**src/hdl/fic_pkg.sv**
```systemverilog
// constants, tables and carrier types for the four level interrupt controller
// assumes one clock domain; offsets are word indices on an 8-bit register port
package fic_pkg;

  // ************************************************************
  // register port geometry and map
  // ************************************************************
  localparam int ADDR_W = 4;
  localparam int DATA_W = 8;
  localparam logic [3:0] OFS_ENABLE_A = 4'h0;
  localparam logic [3:0] OFS_ENABLE_B = 4'h1;
  localparam logic [3:0] OFS_PRIO_LOW_A = 4'h2;
  localparam logic [3:0] OFS_PRIO_HIGH_A = 4'h3;
  localparam logic [3:0] OFS_PRIO_LOW_B = 4'h4;
  localparam logic [3:0] OFS_PRIO_HIGH_B = 4'h5;
  localparam logic [3:0] OFS_SERIAL_STATUS = 4'h6;
  localparam logic [3:0] OFS_EVT_STATUS = 4'h7;
  localparam logic [3:0] OFS_EVT_CLEAR = 4'h8;
  localparam logic [3:0] OFS_EVT_ENABLE = 4'h9;
  localparam logic [3:0] OFS_SERVICE = 4'ha;
  localparam logic [7:0] REG_RESET = 8'h00;

  // ************************************************************
  // field positions
  // ************************************************************
  localparam int BIT_GLOBAL = 7;
  localparam int BIT_SPLIT = 5;
  localparam int BIT_EXTRA = 0;
  localparam logic [7:0] SERIAL_CFG_MASK = 8'h21;

  // ************************************************************
  // sources: index order, enable/priority bit, bank, rank, vector
  // ************************************************************
  localparam int NSRC = 8;
  localparam logic [2:0] SRC_T0 = 3'h0;
  localparam logic [2:0] SRC_T1 = 3'h1;
  localparam logic [2:0] SRC_SER = 3'h2;
  localparam logic [2:0] SRC_BO = 3'h3;
  localparam logic [2:0] SRC_WD = 3'h4;
  localparam logic [2:0] SRC_KB = 3'h5;
  localparam logic [2:0] SRC_CM = 3'h6;
  localparam logic [2:0] SRC_STX = 3'h7;
  localparam logic [2:0] SRC_BIT [0:7] = '{3'h1, 3'h3, 3'h4, 3'h5,
                                          3'h6, 3'h1, 3'h2, 3'h6};
  localparam logic [7:0] SRC_IN_B = 8'he0;
  localparam logic [3:0] SRC_RANK [0:7] = '{4'h3, 4'h5, 4'h8, 4'h1,
                                           4'h2, 4'h4, 4'h6, 4'h7};
  localparam logic [15:0] SRC_VEC [0:7] = '{16'h000b, 16'h001b, 16'h0023,
                                           16'h002b, 16'h0053, 16'h003b,
                                           16'h0043, 16'h006b};
  localparam logic [7:0] WAKE_MASK = 8'h78;

  // ************************************************************
  // events of the controller itself
  // ************************************************************
  localparam int EV_ENTRY = 0;
  localparam int EV_NEST = 1;
  localparam int EV_RETURN = 2;
  localparam int EV_STRAY = 3;

  typedef struct packed {
    logic [7:0] en_a;
    logic [7:0] en_b;
    logic [7:0] pl_a;
    logic [7:0] ph_a;
    logic [7:0] pl_b;
    logic [7:0] ph_b;
    logic [7:0] ser_cfg;
    logic [3:0] st;
    logic [3:0] ie;
    logic [3:0] in_svc;
    logic req;
    logic [1:0] lvl;
    logic [2:0] src;
    logic [15:0] vec;
    logic [7:0] rdata;
    logic wake;
  } fic_state_type;

  typedef struct packed {
    logic timer_zero_flag;
    logic timer_one_flag;
    logic brownout_flag;
    logic watchdog_overflow_flag;
    logic clock_alarm_flag;
    logic keypad_flag;
    logic comparator_flag;
    logic serial_tx_flag;
    logic serial_rx_flag;
    logic framing_error_flag;
    logic break_flag;
    logic overrun_flag;
  } fic_flags_type;

endpackage

```
**src/hdl/fic_ctrl.sv**
```systemverilog
// four level prioritised interrupt controller with vector output
// assumes flags come from same-clock peripheral logic and a core that
// marks instruction boundaries, acknowledges vectors and reports returns
//
// Implementation choices: the register addresses and the strobed register port.
`timescale 1ns/1ps
module fic_ctrl
  import fic_pkg::*;
(
  // clock and reset
  input wire logic CLK_IN,
  input wire logic RSTN_IN,
  // register port
  input wire logic [ADDR_W-1:0] ADDR_IN,
  input wire logic [DATA_W-1:0] WDATA_IN,
  input wire logic WR_IN,
  input wire logic RD_IN,
  output logic [DATA_W-1:0] RDATA_OUT,
  // interrupt sources
  input wire fic_flags_type FLAGS_IN,
  // core side
  input wire logic BOUNDARY_IN,
  input wire logic ACK_IN,
  input wire logic RETI_IN,
  output logic REQ_OUT,
  output logic [15:0] VECTOR_OUT,
  output logic [1:0] LEVEL_OUT,
  output logic WAKE_OUT,
  // controller event interrupt
  output logic IRQ_OUT
);

  // ************************************************************
  // helpers
  // ************************************************************
  function automatic logic pick_bit(input logic [2:0] i,
                                    input logic [7:0] a,
                                    input logic [7:0] b);
    pick_bit = SRC_IN_B[i] ? b[SRC_BIT[i]] : a[SRC_BIT[i]];
  endfunction

  function automatic logic [1:0] src_level(input logic [2:0] i,
                                           input fic_state_type s);
    src_level = {pick_bit(i, s.ph_a, s.ph_b),
                 pick_bit(i, s.pl_a, s.pl_b)};
  endfunction

  fic_state_type q, d;
  logic [7:0] raw;
  logic [7:0] cand;
  logic found;
  logic [2:0] win_src;
  logic [1:0] win_lvl;
  logic [3:0] win_rank;
  logic svc_any;
  logic [1:0] svc_top;
  logic allowed;
  logic [3:0] ev;
  logic [7:0] rd_val;

  // ************************************************************
  // source requests
  // ************************************************************
  always_comb begin
    logic split;
    logic extra;
    split = q.ser_cfg[BIT_SPLIT];
    extra = q.ser_cfg[BIT_EXTRA];
    raw = '0;
    raw[SRC_T0] = FLAGS_IN.timer_zero_flag;
    raw[SRC_T1] = FLAGS_IN.timer_one_flag;
    raw[SRC_SER] = FLAGS_IN.serial_rx_flag
      | (FLAGS_IN.serial_tx_flag & ~split)
      | (extra & (FLAGS_IN.framing_error_flag | FLAGS_IN.break_flag
                  | FLAGS_IN.overrun_flag));
    raw[SRC_BO] = FLAGS_IN.brownout_flag;
    raw[SRC_WD] = FLAGS_IN.watchdog_overflow_flag
      | FLAGS_IN.clock_alarm_flag;
    raw[SRC_KB] = FLAGS_IN.keypad_flag;
    raw[SRC_CM] = FLAGS_IN.comparator_flag;
    raw[SRC_STX] = FLAGS_IN.serial_tx_flag & split;
    for (int i = 0; i < NSRC; i++) begin
      cand[i] = raw[i] & pick_bit(3'(i), q.en_a, q.en_b)
        & q.en_a[BIT_GLOBAL];
    end
  end

  // ************************************************************
  // arbitration
  // ************************************************************
  always_comb begin
    found = 1'b0;
    win_src = '0;
    win_lvl = '0;
    win_rank = '1;
    for (int i = 0; i < NSRC; i++) begin
      if (cand[i]) begin
        if (!found || src_level(3'(i), q) > win_lvl
            || (src_level(3'(i), q) == win_lvl
                && SRC_RANK[i] < win_rank)) begin
          found = 1'b1;
          win_src = 3'(i);
          win_lvl = src_level(3'(i), q);
          win_rank = SRC_RANK[i];
        end
      end
    end
    svc_any = |q.in_svc;
    svc_top = '0;
    for (int l = 0; l < 4; l++) begin
      if (q.in_svc[l]) begin
        svc_top = 2'(l);
      end
    end
    // level 3 in service can never be exceeded, so it is never preempted
    allowed = found && (!svc_any || win_lvl > svc_top);
  end

  // ************************************************************
  // read mux
  // ************************************************************
  always_comb begin
    unique case (ADDR_IN)
      OFS_ENABLE_A: rd_val = q.en_a;
      OFS_ENABLE_B: rd_val = q.en_b;
      OFS_PRIO_LOW_A: rd_val = q.pl_a;
      OFS_PRIO_HIGH_A: rd_val = q.ph_a;
      OFS_PRIO_LOW_B: rd_val = q.pl_b;
      OFS_PRIO_HIGH_B: rd_val = q.ph_b;
      OFS_SERIAL_STATUS: rd_val = q.ser_cfg;
      OFS_EVT_STATUS: rd_val = {4'h0, q.st};
      OFS_EVT_ENABLE: rd_val = {4'h0, q.ie};
      OFS_SERVICE: rd_val = {q.req, q.src, q.in_svc};
      default: rd_val = REG_RESET;
    endcase
  end

  // ************************************************************
  // next state
  // ************************************************************
  always_comb begin
    d = q;
    ev = '0;
    d.rdata = REG_RESET;
    if (RD_IN) begin
      d.rdata = rd_val;
    end
    if (WR_IN) begin
      unique case (ADDR_IN)
        OFS_ENABLE_A: d.en_a = WDATA_IN;
        OFS_ENABLE_B: d.en_b = WDATA_IN;
        OFS_PRIO_LOW_A: d.pl_a = WDATA_IN;
        OFS_PRIO_HIGH_A: d.ph_a = WDATA_IN;
        OFS_PRIO_LOW_B: d.pl_b = WDATA_IN;
        OFS_PRIO_HIGH_B: d.ph_b = WDATA_IN;
        OFS_SERIAL_STATUS: d.ser_cfg = WDATA_IN & SERIAL_CFG_MASK;
        OFS_EVT_CLEAR: d.st = q.st & ~WDATA_IN[3:0];
        OFS_EVT_ENABLE: d.ie = WDATA_IN[3:0];
        default: d.en_a = q.en_a;
      endcase
    end
    // return first, so an entry in the same cycle is not wiped out
    if (RETI_IN) begin
      if (svc_any) begin
        d.in_svc[svc_top] = 1'b0;
        ev[EV_RETURN] = 1'b1;
      end else begin
        ev[EV_STRAY] = 1'b1;
      end
    end
    if (ACK_IN && q.req) begin
      d.req = 1'b0;
      d.in_svc[q.lvl] = 1'b1;
      ev[EV_ENTRY] = 1'b1;
      ev[EV_NEST] = svc_any;
    end else if (BOUNDARY_IN && !q.req && allowed) begin
      // request latched until the core takes it, even if the flag drops
      d.req = 1'b1;
      d.src = win_src;
      d.lvl = win_lvl;
      d.vec = SRC_VEC[win_src];
    end
    // set wins over a clear written in the same cycle
    d.st = d.st | ev;
    d.wake = |(raw & WAKE_MASK & {cand});
  end

  always_ff @(posedge CLK_IN or negedge RSTN_IN) begin
    if (!RSTN_IN) begin
      q <= '0;
    end else begin
      q <= d;
    end
  end

  // ************************************************************
  // outputs
  // ************************************************************
  assign RDATA_OUT = q.rdata;
  assign REQ_OUT = q.req;
  assign VECTOR_OUT = q.vec;
  assign LEVEL_OUT = q.lvl;
  assign WAKE_OUT = q.wake;
  assign IRQ_OUT = |(q.st & q.ie);

  // ************************************************************
  // checks
  // ************************************************************
  logic [1:0] max_lvl;
  logic tie_bad;
  always_comb begin
    max_lvl = '0;
    tie_bad = 1'b0;
    for (int i = 0; i < NSRC; i++) begin
      if (cand[i] && src_level(3'(i), q) > max_lvl) begin
        max_lvl = src_level(3'(i), q);
      end
    end
    for (int j = 0; j < NSRC; j++) begin
      if (cand[j] && src_level(3'(j), q) == win_lvl
          && SRC_RANK[j] < SRC_RANK[win_src]) begin
        tie_bad = 1'b1;
      end
    end
  end

  logic [3:0] best_rank;
  logic [1:0] best_lvl;
  logic [7:0] at_win;

  // best_lvl is the level of the best-ranked candidate, whatever it is
  always_comb begin
    best_rank = '1;
    best_lvl = '0;
    at_win = '0;
    for (int k = 0; k < NSRC; k++) begin
      if (cand[k] && SRC_RANK[k] < best_rank) begin
        best_rank = SRC_RANK[k];
        best_lvl = src_level(3'(k), q);
      end
      at_win[k] = cand[k] && src_level(3'(k), q) == win_lvl;
    end
  end
endmodule

```
**config.mk**
```make
export PLATFORM = sky130hd
export DESIGN_NAME = fic_ctrl
export DESIGN_NICKNAME = d
export VERILOG_FILES = /design/src/hdl/fic_pkg.sv /design/src/hdl/fic_ctrl.sv
export SDC_FILE = /design/constraint.sdc
export NUM_CORES = 1
export LEC_CHECK = 0
export ABC_AREA = 1
export BUFFER_PORTS_ARGS = -buffer_cell sky130_fd_sc_hd__buf_2
export CAP_MARGIN = 20
export CELL_PAD_IN_SITES_DETAIL_PLACEMENT = 0
export CELL_PAD_IN_SITES_GLOBAL_PLACEMENT = 1
export CORE_ASPECT_RATIO = 1.5
export CORE_UTILIZATION = 23
export DETAILED_ROUTE_END_ITERATION = 8
export PLACE_DENSITY = 0.48
export SETUP_SLACK_MARGIN = 0.05
export SYNTH_ARGS = -nofsm -noshare
export SYNTH_HDL_FRONTEND = slang
export SYNTH_SLANG_ARGS = --single-unit
```
**constraint.sdc**
```tcl
create_clock -name CLK_IN -period 14.7 [get_ports CLK_IN]
set_input_delay 0.735 -clock CLK_IN [delete_from_list [all_inputs] [get_ports CLK_IN]]
set_output_delay 0.735 -clock CLK_IN [all_outputs]
set_load 0.02 [all_outputs]
```
==> results of run 1 <==
==> per-stage QoR <==
step,area [um^2],instances,hold WS [ns]
floorplan,4660,593,0.439
global placement,5010,869,0.469
detailed placement,5010,869,0.469
CTS,5330,885,0.159
global route,5350,886,0.161
finish,5350,886,0.167
==> registers in the layout, summed over array words and instances (netlist names) <==
signal and count:
WAKE_OUT 1, VECTOR_OUT 5, REQ_OUT 1, q 65, RDATA_OUT 8, LEVEL_OUT 2
==> power by group through the flow <==
stage | logic [uW] | registers, uW | clock network, uW
after floorplan | 183 | 309 | 0
after global placement | 231 | 326 | 0
after detailed placement | 234 | 326 | 0
after CTS | 235 | 323 | 247
after global routing | 265 | 329 | 255
final | 232 | 322 | 240
==> per-layer routing <==
layer | routed length (um) | up-vias | GRT usage | share of wire
li1 | - | 1966 | - | -
met3 | 388 | 21 | 0.0214 | 0.026
met1 | 6100 | 1937 | 0.162 | 0.41
met2 | 8180 | 76 | 0.287 | 0.54
met4 | 364 | 0 | 0.0582 | 0.024
met5 | 0 | - | 0 | 0
==> kinds of logic after synthesis <==
| logic type | Yosys count | share of synthesized area |
|---|---|---|
| simple gates | 252 | 0.242 |
| compound gates | 129 | 0.164 |
| buf+inv | 104 | 0.107 |
| flops | 82 | 0.443 |
| fa+ha+maj | 16 | 0.0433 |
| other cells | 1 | 0.000810 |
==> cells in the final DEF (no fill, tap or decap), types with 9 or more instances in the layout <==
cell and instances:
sky130_fd_sc_hd__nand3_1 23, sky130_fd_sc_hd__buf_2 48, sky130_fd_sc_hd__nand2_2 10, sky130_fd_sc_hd__nand2_1 161, sky130_fd_sc_hd__a21oi_1 11, sky130_fd_sc_hd__nor2_1 33, sky130_fd_sc_hd__clkbuf_16 9, sky130_fd_sc_hd__inv_1 61
sky130_fd_sc_hd__dfrtp_1 82, sky130_fd_sc_hd__conb_1 10, sky130_fd_sc_hd__o21ai_1 9, sky130_fd_sc_hd__ha_1 16, sky130_fd_sc_hd__a221oi_1 12, sky130_fd_sc_hd__o21ai_0 77
==> final timing paths <==
| check | slack (ns) | end |
|---|---|---|
| max in group asynchronous | 13.70 | q[56]$_DFFE_PN0P_ |
| worst min-delay path | 0.17 | RDATA_OUT[6]$_DFF_PN0_ |
| min in group CLK_IN | 0.48 | VECTOR_OUT[6]$_DFFE_PN0P_ |
| worst max-delay path | 5.15 | VECTOR_OUT[3]$_DFFE_PN0P_ |
| worst min register to register | 0.48 | VECTOR_OUT[6]$_DFFE_PN0P_ |
| worst max register to register | 5.15 | VECTOR_OUT[3]$_DFFE_PN0P_ |
==> layout make-up <==
| type | count | area (um^2) | share of cell area |
|---|---|---|---|
| clock buffers | 10 | 239 | 0.0446 |
| clock inverters | 6 | 73.8 | 0.0138 |
| inverters | 69 | 259 | 0.0484 |
| multi-input cells | 407 | 2110 | 0.395 |
| flip-flops and latches | 82 | 2050 | 0.383 |
| well taps | 260 | 325 | 0.0608 |
| repair buffers | 52 | 290 | 0.0542 |
==> critical path: cells and delay by family (launching register included) <==
kind	cells	cell delay (ns)
and+or+nand+nor	37	3.38
DFF	1	0.72
buffers and inverters	15	1.16
AOI/OAI and AO/OA	16	1.97
adders and majority gates	8	2.19
==> results.py, run 1 <==
metrics = {
    "synthesis": {
        "synth_enable_flop_cells": 0,
        "synth.most_common_cell": "sky130_fd_sc_hd__nand2_1",
        "synthCells": 584,
        "synth_flop_cell": "sky130_fd_sc_hd__dfrtp_1",
        "postSynthRegisterBits": 82,
        "netlist.top_cell.by_area": "sky130_fd_sc_hd__dfrtp_1",
        "fraction_of_the_yosys_area_taken_by_sequential_cells": 0.443,
        "postSynthAreaPerCell_um2": 7.92,
        "synth_common_cells": "161 x sky130_fd_sc_hd__nand2_1, 82 x sky130_fd_sc_hd__dfrtp_1, 77 x sky130_fd_sc_hd__o21ai_0, 61 x sky130_fd_sc_hd__inv_1, 33 x sky130_fd_sc_hd__nor2_1",
        "mappedNetlistArea_mm2": 0.00463,
        "netlist.area_leader.share": 0.443,
        "yosysWarnings": 0,
        "synth_area_leaders": "sky130_fd_sc_hd__dfrtp_1 44%, sky130_fd_sc_hd__nand2_1 13%, sky130_fd_sc_hd__o21ai_0 8.3%, sky130_fd_sc_hd__inv_1 4.9%, sky130_fd_sc_hd__ha_1 4.3%",
        "synth_async_sr_flop_share": 1.00,
        "post_synth_num_cell_types": 38,
    },
    "critical_path": {
        "timing.critical_path.arrival_ns": 9.80,
        "cpMostUsedCell": "sky130_fd_sc_hd__nand2_1",
        "critical_path.max_fanout": 11,
        "crit_path_top_delay_cell": "sky130_fd_sc_hd__dfrtp_1",
        "r2r_start": "q[98]$_DFFE_PN0P_",
        "critPathRequiredTime_ns": 14.94,
        "crit_path_max_incr_delay_ns": 0.72,
        "worst_r2r_path_depth": 76,
        "timing.critical_path.from_type": "flop",
        "setup.worst_path.start": "q[98]$_DFFE_PN0P_",
        "timing.setup.critical_path_class": "reg2reg",
        "crit_path_end_kind": "flop",
    },
    "clocking": {
        "clkLatencyLatePin_ns": 0.35,
        "cts_tree": "built",
        "ctsHoldBuffers": 0,
        "cts.sinks": 82,
        "h-tree-depth": 3,
        "cts_buffers": 9,
        "ctsResizeCount": 0,
        "clock_slew_seen_by_the_registers_of_the_worst_setup_and_hold_paths_ns": 0.07,
        "root_buffer": "sky130_fd_sc_hd__clkbuf_16",
        "cts.path.max_buffers": 2,
        "post-cts-setup-buffers": 0,
    },
    "sta": {
        "max_freq_mhz": 105,
        "worst_slack_ns": 5.15,
        "min_period_over_period": 0.650,
        "max_slew.worst_pin.slew_ns": 0.920,
        "timing.setup.tns_ns": 0,
        "setup_viol_count_final": 0,
        "report.final.hold_viol_count": 0,
        "max-slew-margin-rel": 0.385,
        "final.min_clock_period_ns": 9.55,
        "skew_ns": 0.00916,
        "slew_viol_final": 0,
        "setup_repair_after_global_routing_missed_its_margin": "no",
    },
    "floorplanning": {
        "die_width_um": 118,
        "core_region_area_mm2": 0.0197,
        "initial_core_utilization": 0.235,
        "die_height_um": 176,
        "die_outline_area_mm2": 0.0207,
        "ioPinCount": 60,
        "core.rowCount": 63,
    },
    "routing": {
        "detail-route-antenna-nets": 0,
        "drt_pass1_iterations": 4,
        "viasPerCell": 4.51,
        "routed_wirelength_um": 15000,
        "drtIter0Drc": 222,
        "drc": 0,
        "num_vias": 4000,
        "wl_per_cell_um": 17.0,
    },
    "global_routing": {
        "global_route.usage.total": 0.149,
        "grt_pass1_wl_um": 22900,
        "antenna_violations_before_repair": 0,
        "globalRouteOverflowTotal": 0,
        "largest_net_degree_at_the_start_of_global_routing": 81,
        "grt_pass1_vias": 4005,
    },
    "cells_and_area": {
        "n_fill_cell": 2172,
        "flow.area_growth_from_synthesis_pct": 15.7,
        "drive_gt1_frac": 0.168,
        "final_core_util": 0.272,
        "antenna-diode-count": 0,
        "fin_nets": 668,
    },
    "power": {
        "swShare": 0.375,
        "power_frac_seq": 0.406,
        "share_comb_of_total_power": 0.292,
        "power.total_uw": 793,
        "leakage_uw": 0.00270,
        "total_switching_power_uw": 298,
        "peakVddDrop_mv": 0.0587,
        "power_density_mw_per_mm2": 148,
        "power.clock.fraction": 0.302,
        "internal_power_uw": 496,
    },
    "worst_hold_path": {
        "min-delay-path-class": "in2async",
    },
    "place": {
        "global_placement_routability_congestion": 0.801,
        "dp_worst_setup_slack_ns": 5.02,
        "buffer_ports.inserted": 49,
        "dp_hpwl_um": 11400,
    },
    "job": {
        "max_cap_violations": 0,
    },
    "status": {
        "status": "completed",
    },
}
Power figures use the tool's default switching activity.
==> run 2, diff against run 1 <==
- PLACE_DENSITY: 0.48 -> 0.5
- clock period: 14.7 -> 8.6 ns (I/O delays scaled with it)
==> results.py, run 2 (same netlist as run 1, synthesis figures left out) <==
metrics = {
    "status": {
        "status": "completed",
    },
    "floorplanning": {
        "die_width_um": 118,
        "core_region_area_mm2": 0.0197,
        "die_height_um": 176,
        "die_outline_area_mm2": 0.0207,
        "core.rowCount": 63,
        "initial_core_utilization": 0.235,
        "ioPinCount": 60,
    },
    "place": {
        "global_placement_routability_congestion": 0.806,
        "dp_worst_setup_slack_ns": -0.177,
        "dp_hpwl_um": 11300,
        "dp.cells": 877,
        "buffer_ports.inserted": 49,
    },
    "global_routing": {
        "globalRouteOverflowTotal": 0,
        "grt_pass1_vias": 4106,
        "antenna_violations_before_repair": 0,
        "grt_pass1_wl_um": 23300,
        "global_route.usage.total": 0.152,
        "largest_net_degree_at_the_start_of_global_routing": 75,
    },
    "sta": {
        "max_slew.worst_pin.slew_ns": 0.995,
        "report.final.hold_viol_count": 0,
        "slew_viol_final": 0,
        "max-slew-margin-rel": 0.334,
        "final.min_clock_period_ns": 8.17,
        "setup_repair_after_global_routing_missed_its_margin": "yes",
        "worst_slack_ns": 0.433,
        "skew_ns": 0.0105,
        "max_freq_mhz": 122,
        "setup_viol_count_final": 0,
        "hold_slack_ns": 0.296,
        "min_period_over_period": 0.950,
    },
    "clocking": {
        "clkLatencyLatePin_ns": 0.35,
        "clock_slew_seen_by_the_registers_of_the_worst_setup_and_hold_paths_ns": 0.07,
        "cts.sinks": 82,
        "cts_tree": "built",
        "root_buffer": "sky130_fd_sc_hd__clkbuf_16",
        "cts.path.max_buffers": 2,
        "cts_buffers": 9,
        "h-tree-depth": 3,
    },
    "power": {
        "internal_power_uw": 908,
        "peakVddDrop_mv": 0.101,
        "power.clock.fraction": 0.274,
        "swShare": 0.381,
        "leakage_uw": 0.00287,
        "total_switching_power_uw": 559,
        "power_density_mw_per_mm2": 252,
        "share_comb_of_total_power": 0.352,
        "power_frac_seq": 0.374,
    },
    "cells_and_area": {
        "most-common-layout-cells": "146 x sky130_fd_sc_hd__nand2_1, 81 x sky130_fd_sc_hd__dfrtp_1, 71 x sky130_fd_sc_hd__o21ai_0",
        "antenna-diode-count": 0,
        "drive_gt1_frac": 0.277,
        "final_core_util": 0.296,
        "max_flop_register": "q",
        "fin_nets": 698,
        "final_standard_cell_count_with_taps_included_and_fillers_excluded": 916,
        "largest_register_ffs": 65,
        "flow.area_growth_from_synthesis_pct": 26.0,
        "final_common_cell": "sky130_fd_sc_hd__nand2_1",
    },
    "routing": {
        "drtIter0Drc": 262,
        "num_vias": 4091,
        "drc": 0,
        "routed_wirelength_um": 15400,
        "detail-route-antenna-nets": 0,
        "viasPerCell": 4.47,
        "wl_per_cell_um": 16.9,
        "drt_pass1_iterations": 4,
    },
    "critical_path": {
        "crit_path_end_kind": "flop",
        "critPathRequiredTime_ns": 8.83,
        "r2r_slack_ns": 0.43,
        "crit_path_max_incr_delay_ns": 0.40,
        "timing.setup.critical_path_class": "reg2reg",
        "crit_path_top_delay_cell": "sky130_fd_sc_hd__dfrtp_2",
        "reg2reg_to": "VECTOR_OUT[1]$_DFFE_PN0P_",
        "timing.critical_path.from_type": "flop",
        "cpMostUsedCell": "sky130_fd_sc_hd__nand2_2",
        "worst_r2r_path_depth": 73,
        "r2r_start": "q[92]$_DFFE_PN0P_",
        "timing.critical_path.arrival_ns": 8.39,
        "critical_path.max_fanout": 5,
    },
    "worst_hold_path": {
        "min-delay-path-class": "in2reg",
        "min_to": "RDATA_OUT[0]$_DFF_PN0_",
        "min_delay_path_depth": 3,
        "startpoint_of_the_worst_hold_path": "RD_IN",
    },
    "job": {
        "max_cap_violations": 0,
    },
}
-- run 2: worst max-delay path, delay by kind of cell (launching register included) --
| kind | cells | cell delay [ns] |
|---|---|---|
| compound gates | 15 | 1.36 |
| simple gates | 35 | 3.19 |
| buf+inv | 15 | 0.98 |
| flops | 1 | 0.40 |
| fa+ha+maj | 8 | 2.12 |
-- run 2: how the worst max path moves through the flow --
stage,startpoint,endpoint,slack (ns),depth (start not counted)
6_report,q[92]$_DFFE_PN0P_,VECTOR_OUT[1]$_DFFE_PN0P_,0.43,73
4_1_cts,q[92]$_DFFE_PN0P_,VECTOR_OUT[3]$_DFFE_PN0P_,0.07,69
3_5_place_dp,FLAGS_IN[11],VECTOR_OUT[3]$_DFFE_PN0P_,-0.18,73
2_1_floorplan,q[98]$_DFFE_PN0P_,VECTOR_OUT[1]$_DFFE_PN0P_,0.57,72
3_3_place_gp,FLAGS_IN[11],VECTOR_OUT[3]$_DFFE_PN0P_,-0.02,73
5_1_grt,q[92]$_DFFE_PN0P_,VECTOR_OUT[4]$_DFFE_PN0P_,-0.16,73
-- run 2: final cells by class --
type | instances | area (um^2)
clock buffer | 9 | 225
clock inverter | 7 | 76.3
fill | 2178 | 13900
inverter | 69 | 262
multi-input combinational | 407 | 2370
sequential | 82 | 2050
tap | 260 | 325
timing repair buffer | 82 | 522
-- run 2: what timing repair did --
item | in CTS | in global routing
endpoints found under the setup margin | 10 | 11
gates resized for setup | 3 | 66
cloned | 0 | 1
buffers inserted | 2 | 18
endpoints found under the hold margin | 8 | 0
pin swaps | 1 | 53
hold buffers | 1 | 0
-- run 2: power groups by stage --
stage | clock network, uW | registers (uW) | logic, uW
finish | 401 | 548 | 517
global route | 427 | 560 | 578
detailed placement | 0 | 552 | 412
global placement | 0 | 550 | 405
CTS | 412 | 545 | 421
floorplan | 0 | 528 | 313
-- run 2: routing by layer --
| metal | wire length (um) | vias to the layer above | global-route usage |
|---|---|---|---|
| met2 | 8680 | 66 | 0.298 |
| li1 | - | 2026 | - |
| met5 | 0 | - | 0 |
| met4 | 278 | 0 | 0.0529 |
| met3 | 262 | 13 | 0.0179 |
| met1 | 6220 | 1986 | 0.164 |
-- run 2: per-stage QoR --
stage / cell area, um^2 / total power (uW) / TNS [ns]
global placement: 5070 / 956 / -0.0234
global route: 5830 / 1560 / -1.42
finish: 5830 / 1470 / 0
CTS: 5410 / 1380 / 0
detailed placement: 5070 / 964 / -1.24
floorplan: 4660 / 840 / 0
==> run 3, diff against run 2 <==
- CORE_UTILIZATION: 23 -> 39
- PLACE_DENSITY: 0.5 -> 0.76
- clock period: 8.6 -> 7.1 ns (I/O delays scaled with it)
==> results.py, run 3 (same netlist as run 1, synthesis figures left out) <==
metrics = {
    "clocking": {
        "cts.path.max_buffers": 2,
        "cts_buffers": 9,
        "root_buffer": "sky130_fd_sc_hd__clkbuf_16",
        "clock_slew_seen_by_the_registers_of_the_worst_setup_and_hold_paths_ns": 0.07,
        "clkLatencyLatePin_ns": 0.34,
        "h-tree-depth": 3,
        "cts_tree": "built",
        "cts.sinks": 82,
    },
    "sta": {
        "worst_slack_ns": -1.01,
        "final.min_clock_period_ns": 8.11,
        "skew_ns": 0.00845,
        "hold_slack_ns": 0.215,
        "max_slew.worst_pin.slew_ns": 0.841,
        "max_freq_mhz": 123,
        "min_period_over_period": 1.14,
        "slew_viol_final": 0,
        "report.final.hold_viol_count": 0,
        "setup_viol_count_final": 11,
        "setup_repair_after_global_routing_missed_its_margin": "yes",
        "max-slew-margin-rel": 0.437,
    },
    "global_routing": {
        "grt_pass1_vias": 4464,
        "globalRouteOverflowTotal": 0,
        "largest_net_degree_at_the_start_of_global_routing": 83,
        "global_route.usage.total": 0.238,
        "grt_pass1_wl_um": 22400,
        "antenna_violations_before_repair": 0,
    },
    "cells_and_area": {
        "fin_nets": 755,
        "max_flop_register": "q",
        "most-common-layout-cells": "142 x sky130_fd_sc_hd__nand2_1, 83 x sky130_fd_sc_hd__buf_4, 81 x sky130_fd_sc_hd__dfrtp_1",
        "antenna-diode-count": 0,
        "flow.area_growth_from_synthesis_pct": 34.6,
        "register_area_mm2": 0.00205,
        "final_standard_cell_count_with_taps_included_and_fillers_excluded": 863,
        "drive_gt1_frac": 0.351,
        "final_core_util": 0.540,
        "n_fill_cell": 1088,
        "largest_register_ffs": 65,
        "multiInputGateArea_mm2": 0.00243,
        "final_common_cell": "sky130_fd_sc_hd__nand2_1",
    },
    "critical_path": {
        "setup.worst_path.start": "q[92]$_DFFE_PN0P_",
        "timing.setup.critical_path_class": "reg2reg",
        "crit_path_end_kind": "flop",
        "cpMostUsedCell": "sky130_fd_sc_hd__inv_2",
        "r2r_start": "q[92]$_DFFE_PN0P_",
        "timing.critical_path.arrival_ns": 8.39,
        "crit_path_top_delay_cell": "sky130_fd_sc_hd__dfrtp_2",
        "crit_path_max_incr_delay_ns": 0.42,
        "critical_path.max_fanout": 5,
        "worst_r2r_path_depth": 70,
        "critPathRequiredTime_ns": 7.38,
        "timing.critical_path.from_type": "flop",
    },
    "status": {
        "violations": "setup timing",
        "status": "finished, violations left",
    },
    "floorplanning": {
        "initial_core_utilization": 0.401,
        "ioPinCount": 60,
        "core.rowCount": 48,
        "die_width_um": 90.9,
        "die_outline_area_mm2": 0.0123,
        "die_height_um": 135,
        "core_region_area_mm2": 0.0115,
    },
    "power": {
        "internal_power_uw": 1240,
        "leakage_uw": 0.00317,
        "power_frac_seq": 0.339,
        "swShare": 0.367,
        "power_density_mw_per_mm2": 314,
        "total_switching_power_uw": 717,
        "peakVddDrop_mv": 0.149,
        "power.clock.fraction": 0.266,
        "power.total_uw": 1960,
        "share_comb_of_total_power": 0.395,
    },
    "routing": {
        "drt_pass1_iterations": 5,
        "drc": 0,
        "num_vias": 4468,
        "viasPerCell": 5.18,
        "drtIter0Drc": 290,
        "routed_wirelength_um": 14400,
        "wl_per_cell_um": 16.7,
        "detail-route-antenna-nets": 0,
    },
    "place": {
        "dp_worst_setup_slack_ns": -1.16,
        "global_placement_routability_congestion": 0.839,
        "buffer_ports.inserted": 49,
        "dp.cells": 801,
        "dp_hpwl_um": 9750,
    },
    "job": {
        "max_cap_violations": 0,
    },
    "worst_hold_path": {
        "min_delay_path_depth": 3,
        "min-delay-path-class": "in2reg",
        "startpoint_of_the_worst_hold_path": "RD_IN",
    },
}
run 3: worst paths after layout:
check / end / slack, ns
worst max-delay path: VECTOR_OUT[4]$_DFFE_PN0P_ / -1.01
worst min-delay path: RDATA_OUT[0]$_DFF_PN0_ / 0.22
worst max register to register: VECTOR_OUT[4]$_DFFE_PN0P_ / -1.01
worst min register to register: q[54]$_DFFE_PN0P_ / 0.49
max in group asynchronous: q[92]$_DFFE_PN0P_ / 6.11
min in group asynchronous: VECTOR_OUT[5]$_DFFE_PN0P_ / 0.39
run 3: per-layer routing:
metal  wire, um  share of wire  track usage
met2       7620           0.53        0.421
met4        733          0.051        0.150
met1       5490           0.38        0.266
met3        606          0.042       0.0387
met5          0              0            0
run 3: power groups by stage:
| stage | combinational (uW) | sequential, uW | clock [uW] |
|---|---|---|---|
| CTS | 677 | 660 | 530 |
| global placement | 539 | 661 | 0 |
| detailed placement | 553 | 664 | 0 |
| floorplan | 391 | 640 | 0 |
| global route | 849 | 674 | 551 |
| finish | 772 | 663 | 521 |
run 3: what timing repair did:
action,CTS,global route
hold buffers,0,1
endpoints found under the setup margin,11,11
buffers inserted,42,5
pin swaps,29,36
gates cloned,0,0
hold endpoints to repair,0,8
resized for setup,39,36
run 3: critical path: cells and delay by family, from the launching register on:
family | cells | cell delay (ns)
fa+ha+maj | 8 | 2.16
simple gates | 32 | 2.86
flops | 1 | 0.42
buf+inv | 15 | 1.03
compound gates | 15 | 1.50
run 3: per-stage QoR:
step | cell area, um^2 | setup TNS, ns
after global placement | 5230 | -9.46
after global routing | 6230 | -16.90
final | 6230 | -10.39
after floorplan | 4710 | -6.34
after detailed placement | 5230 | -12.02
after CTS | 6010 | -8.41
run 3: area by class of cell:
cell class | instances | area share
multi-input cells | 407 | 0.390
repair buffers | 139 | 0.155
clock buffers | 9 | 0.0361
well taps | 150 | 0.0301
inverters | 69 | 0.0420
clock inverters | 7 | 0.0173
flip-flops and latches | 82 | 0.330
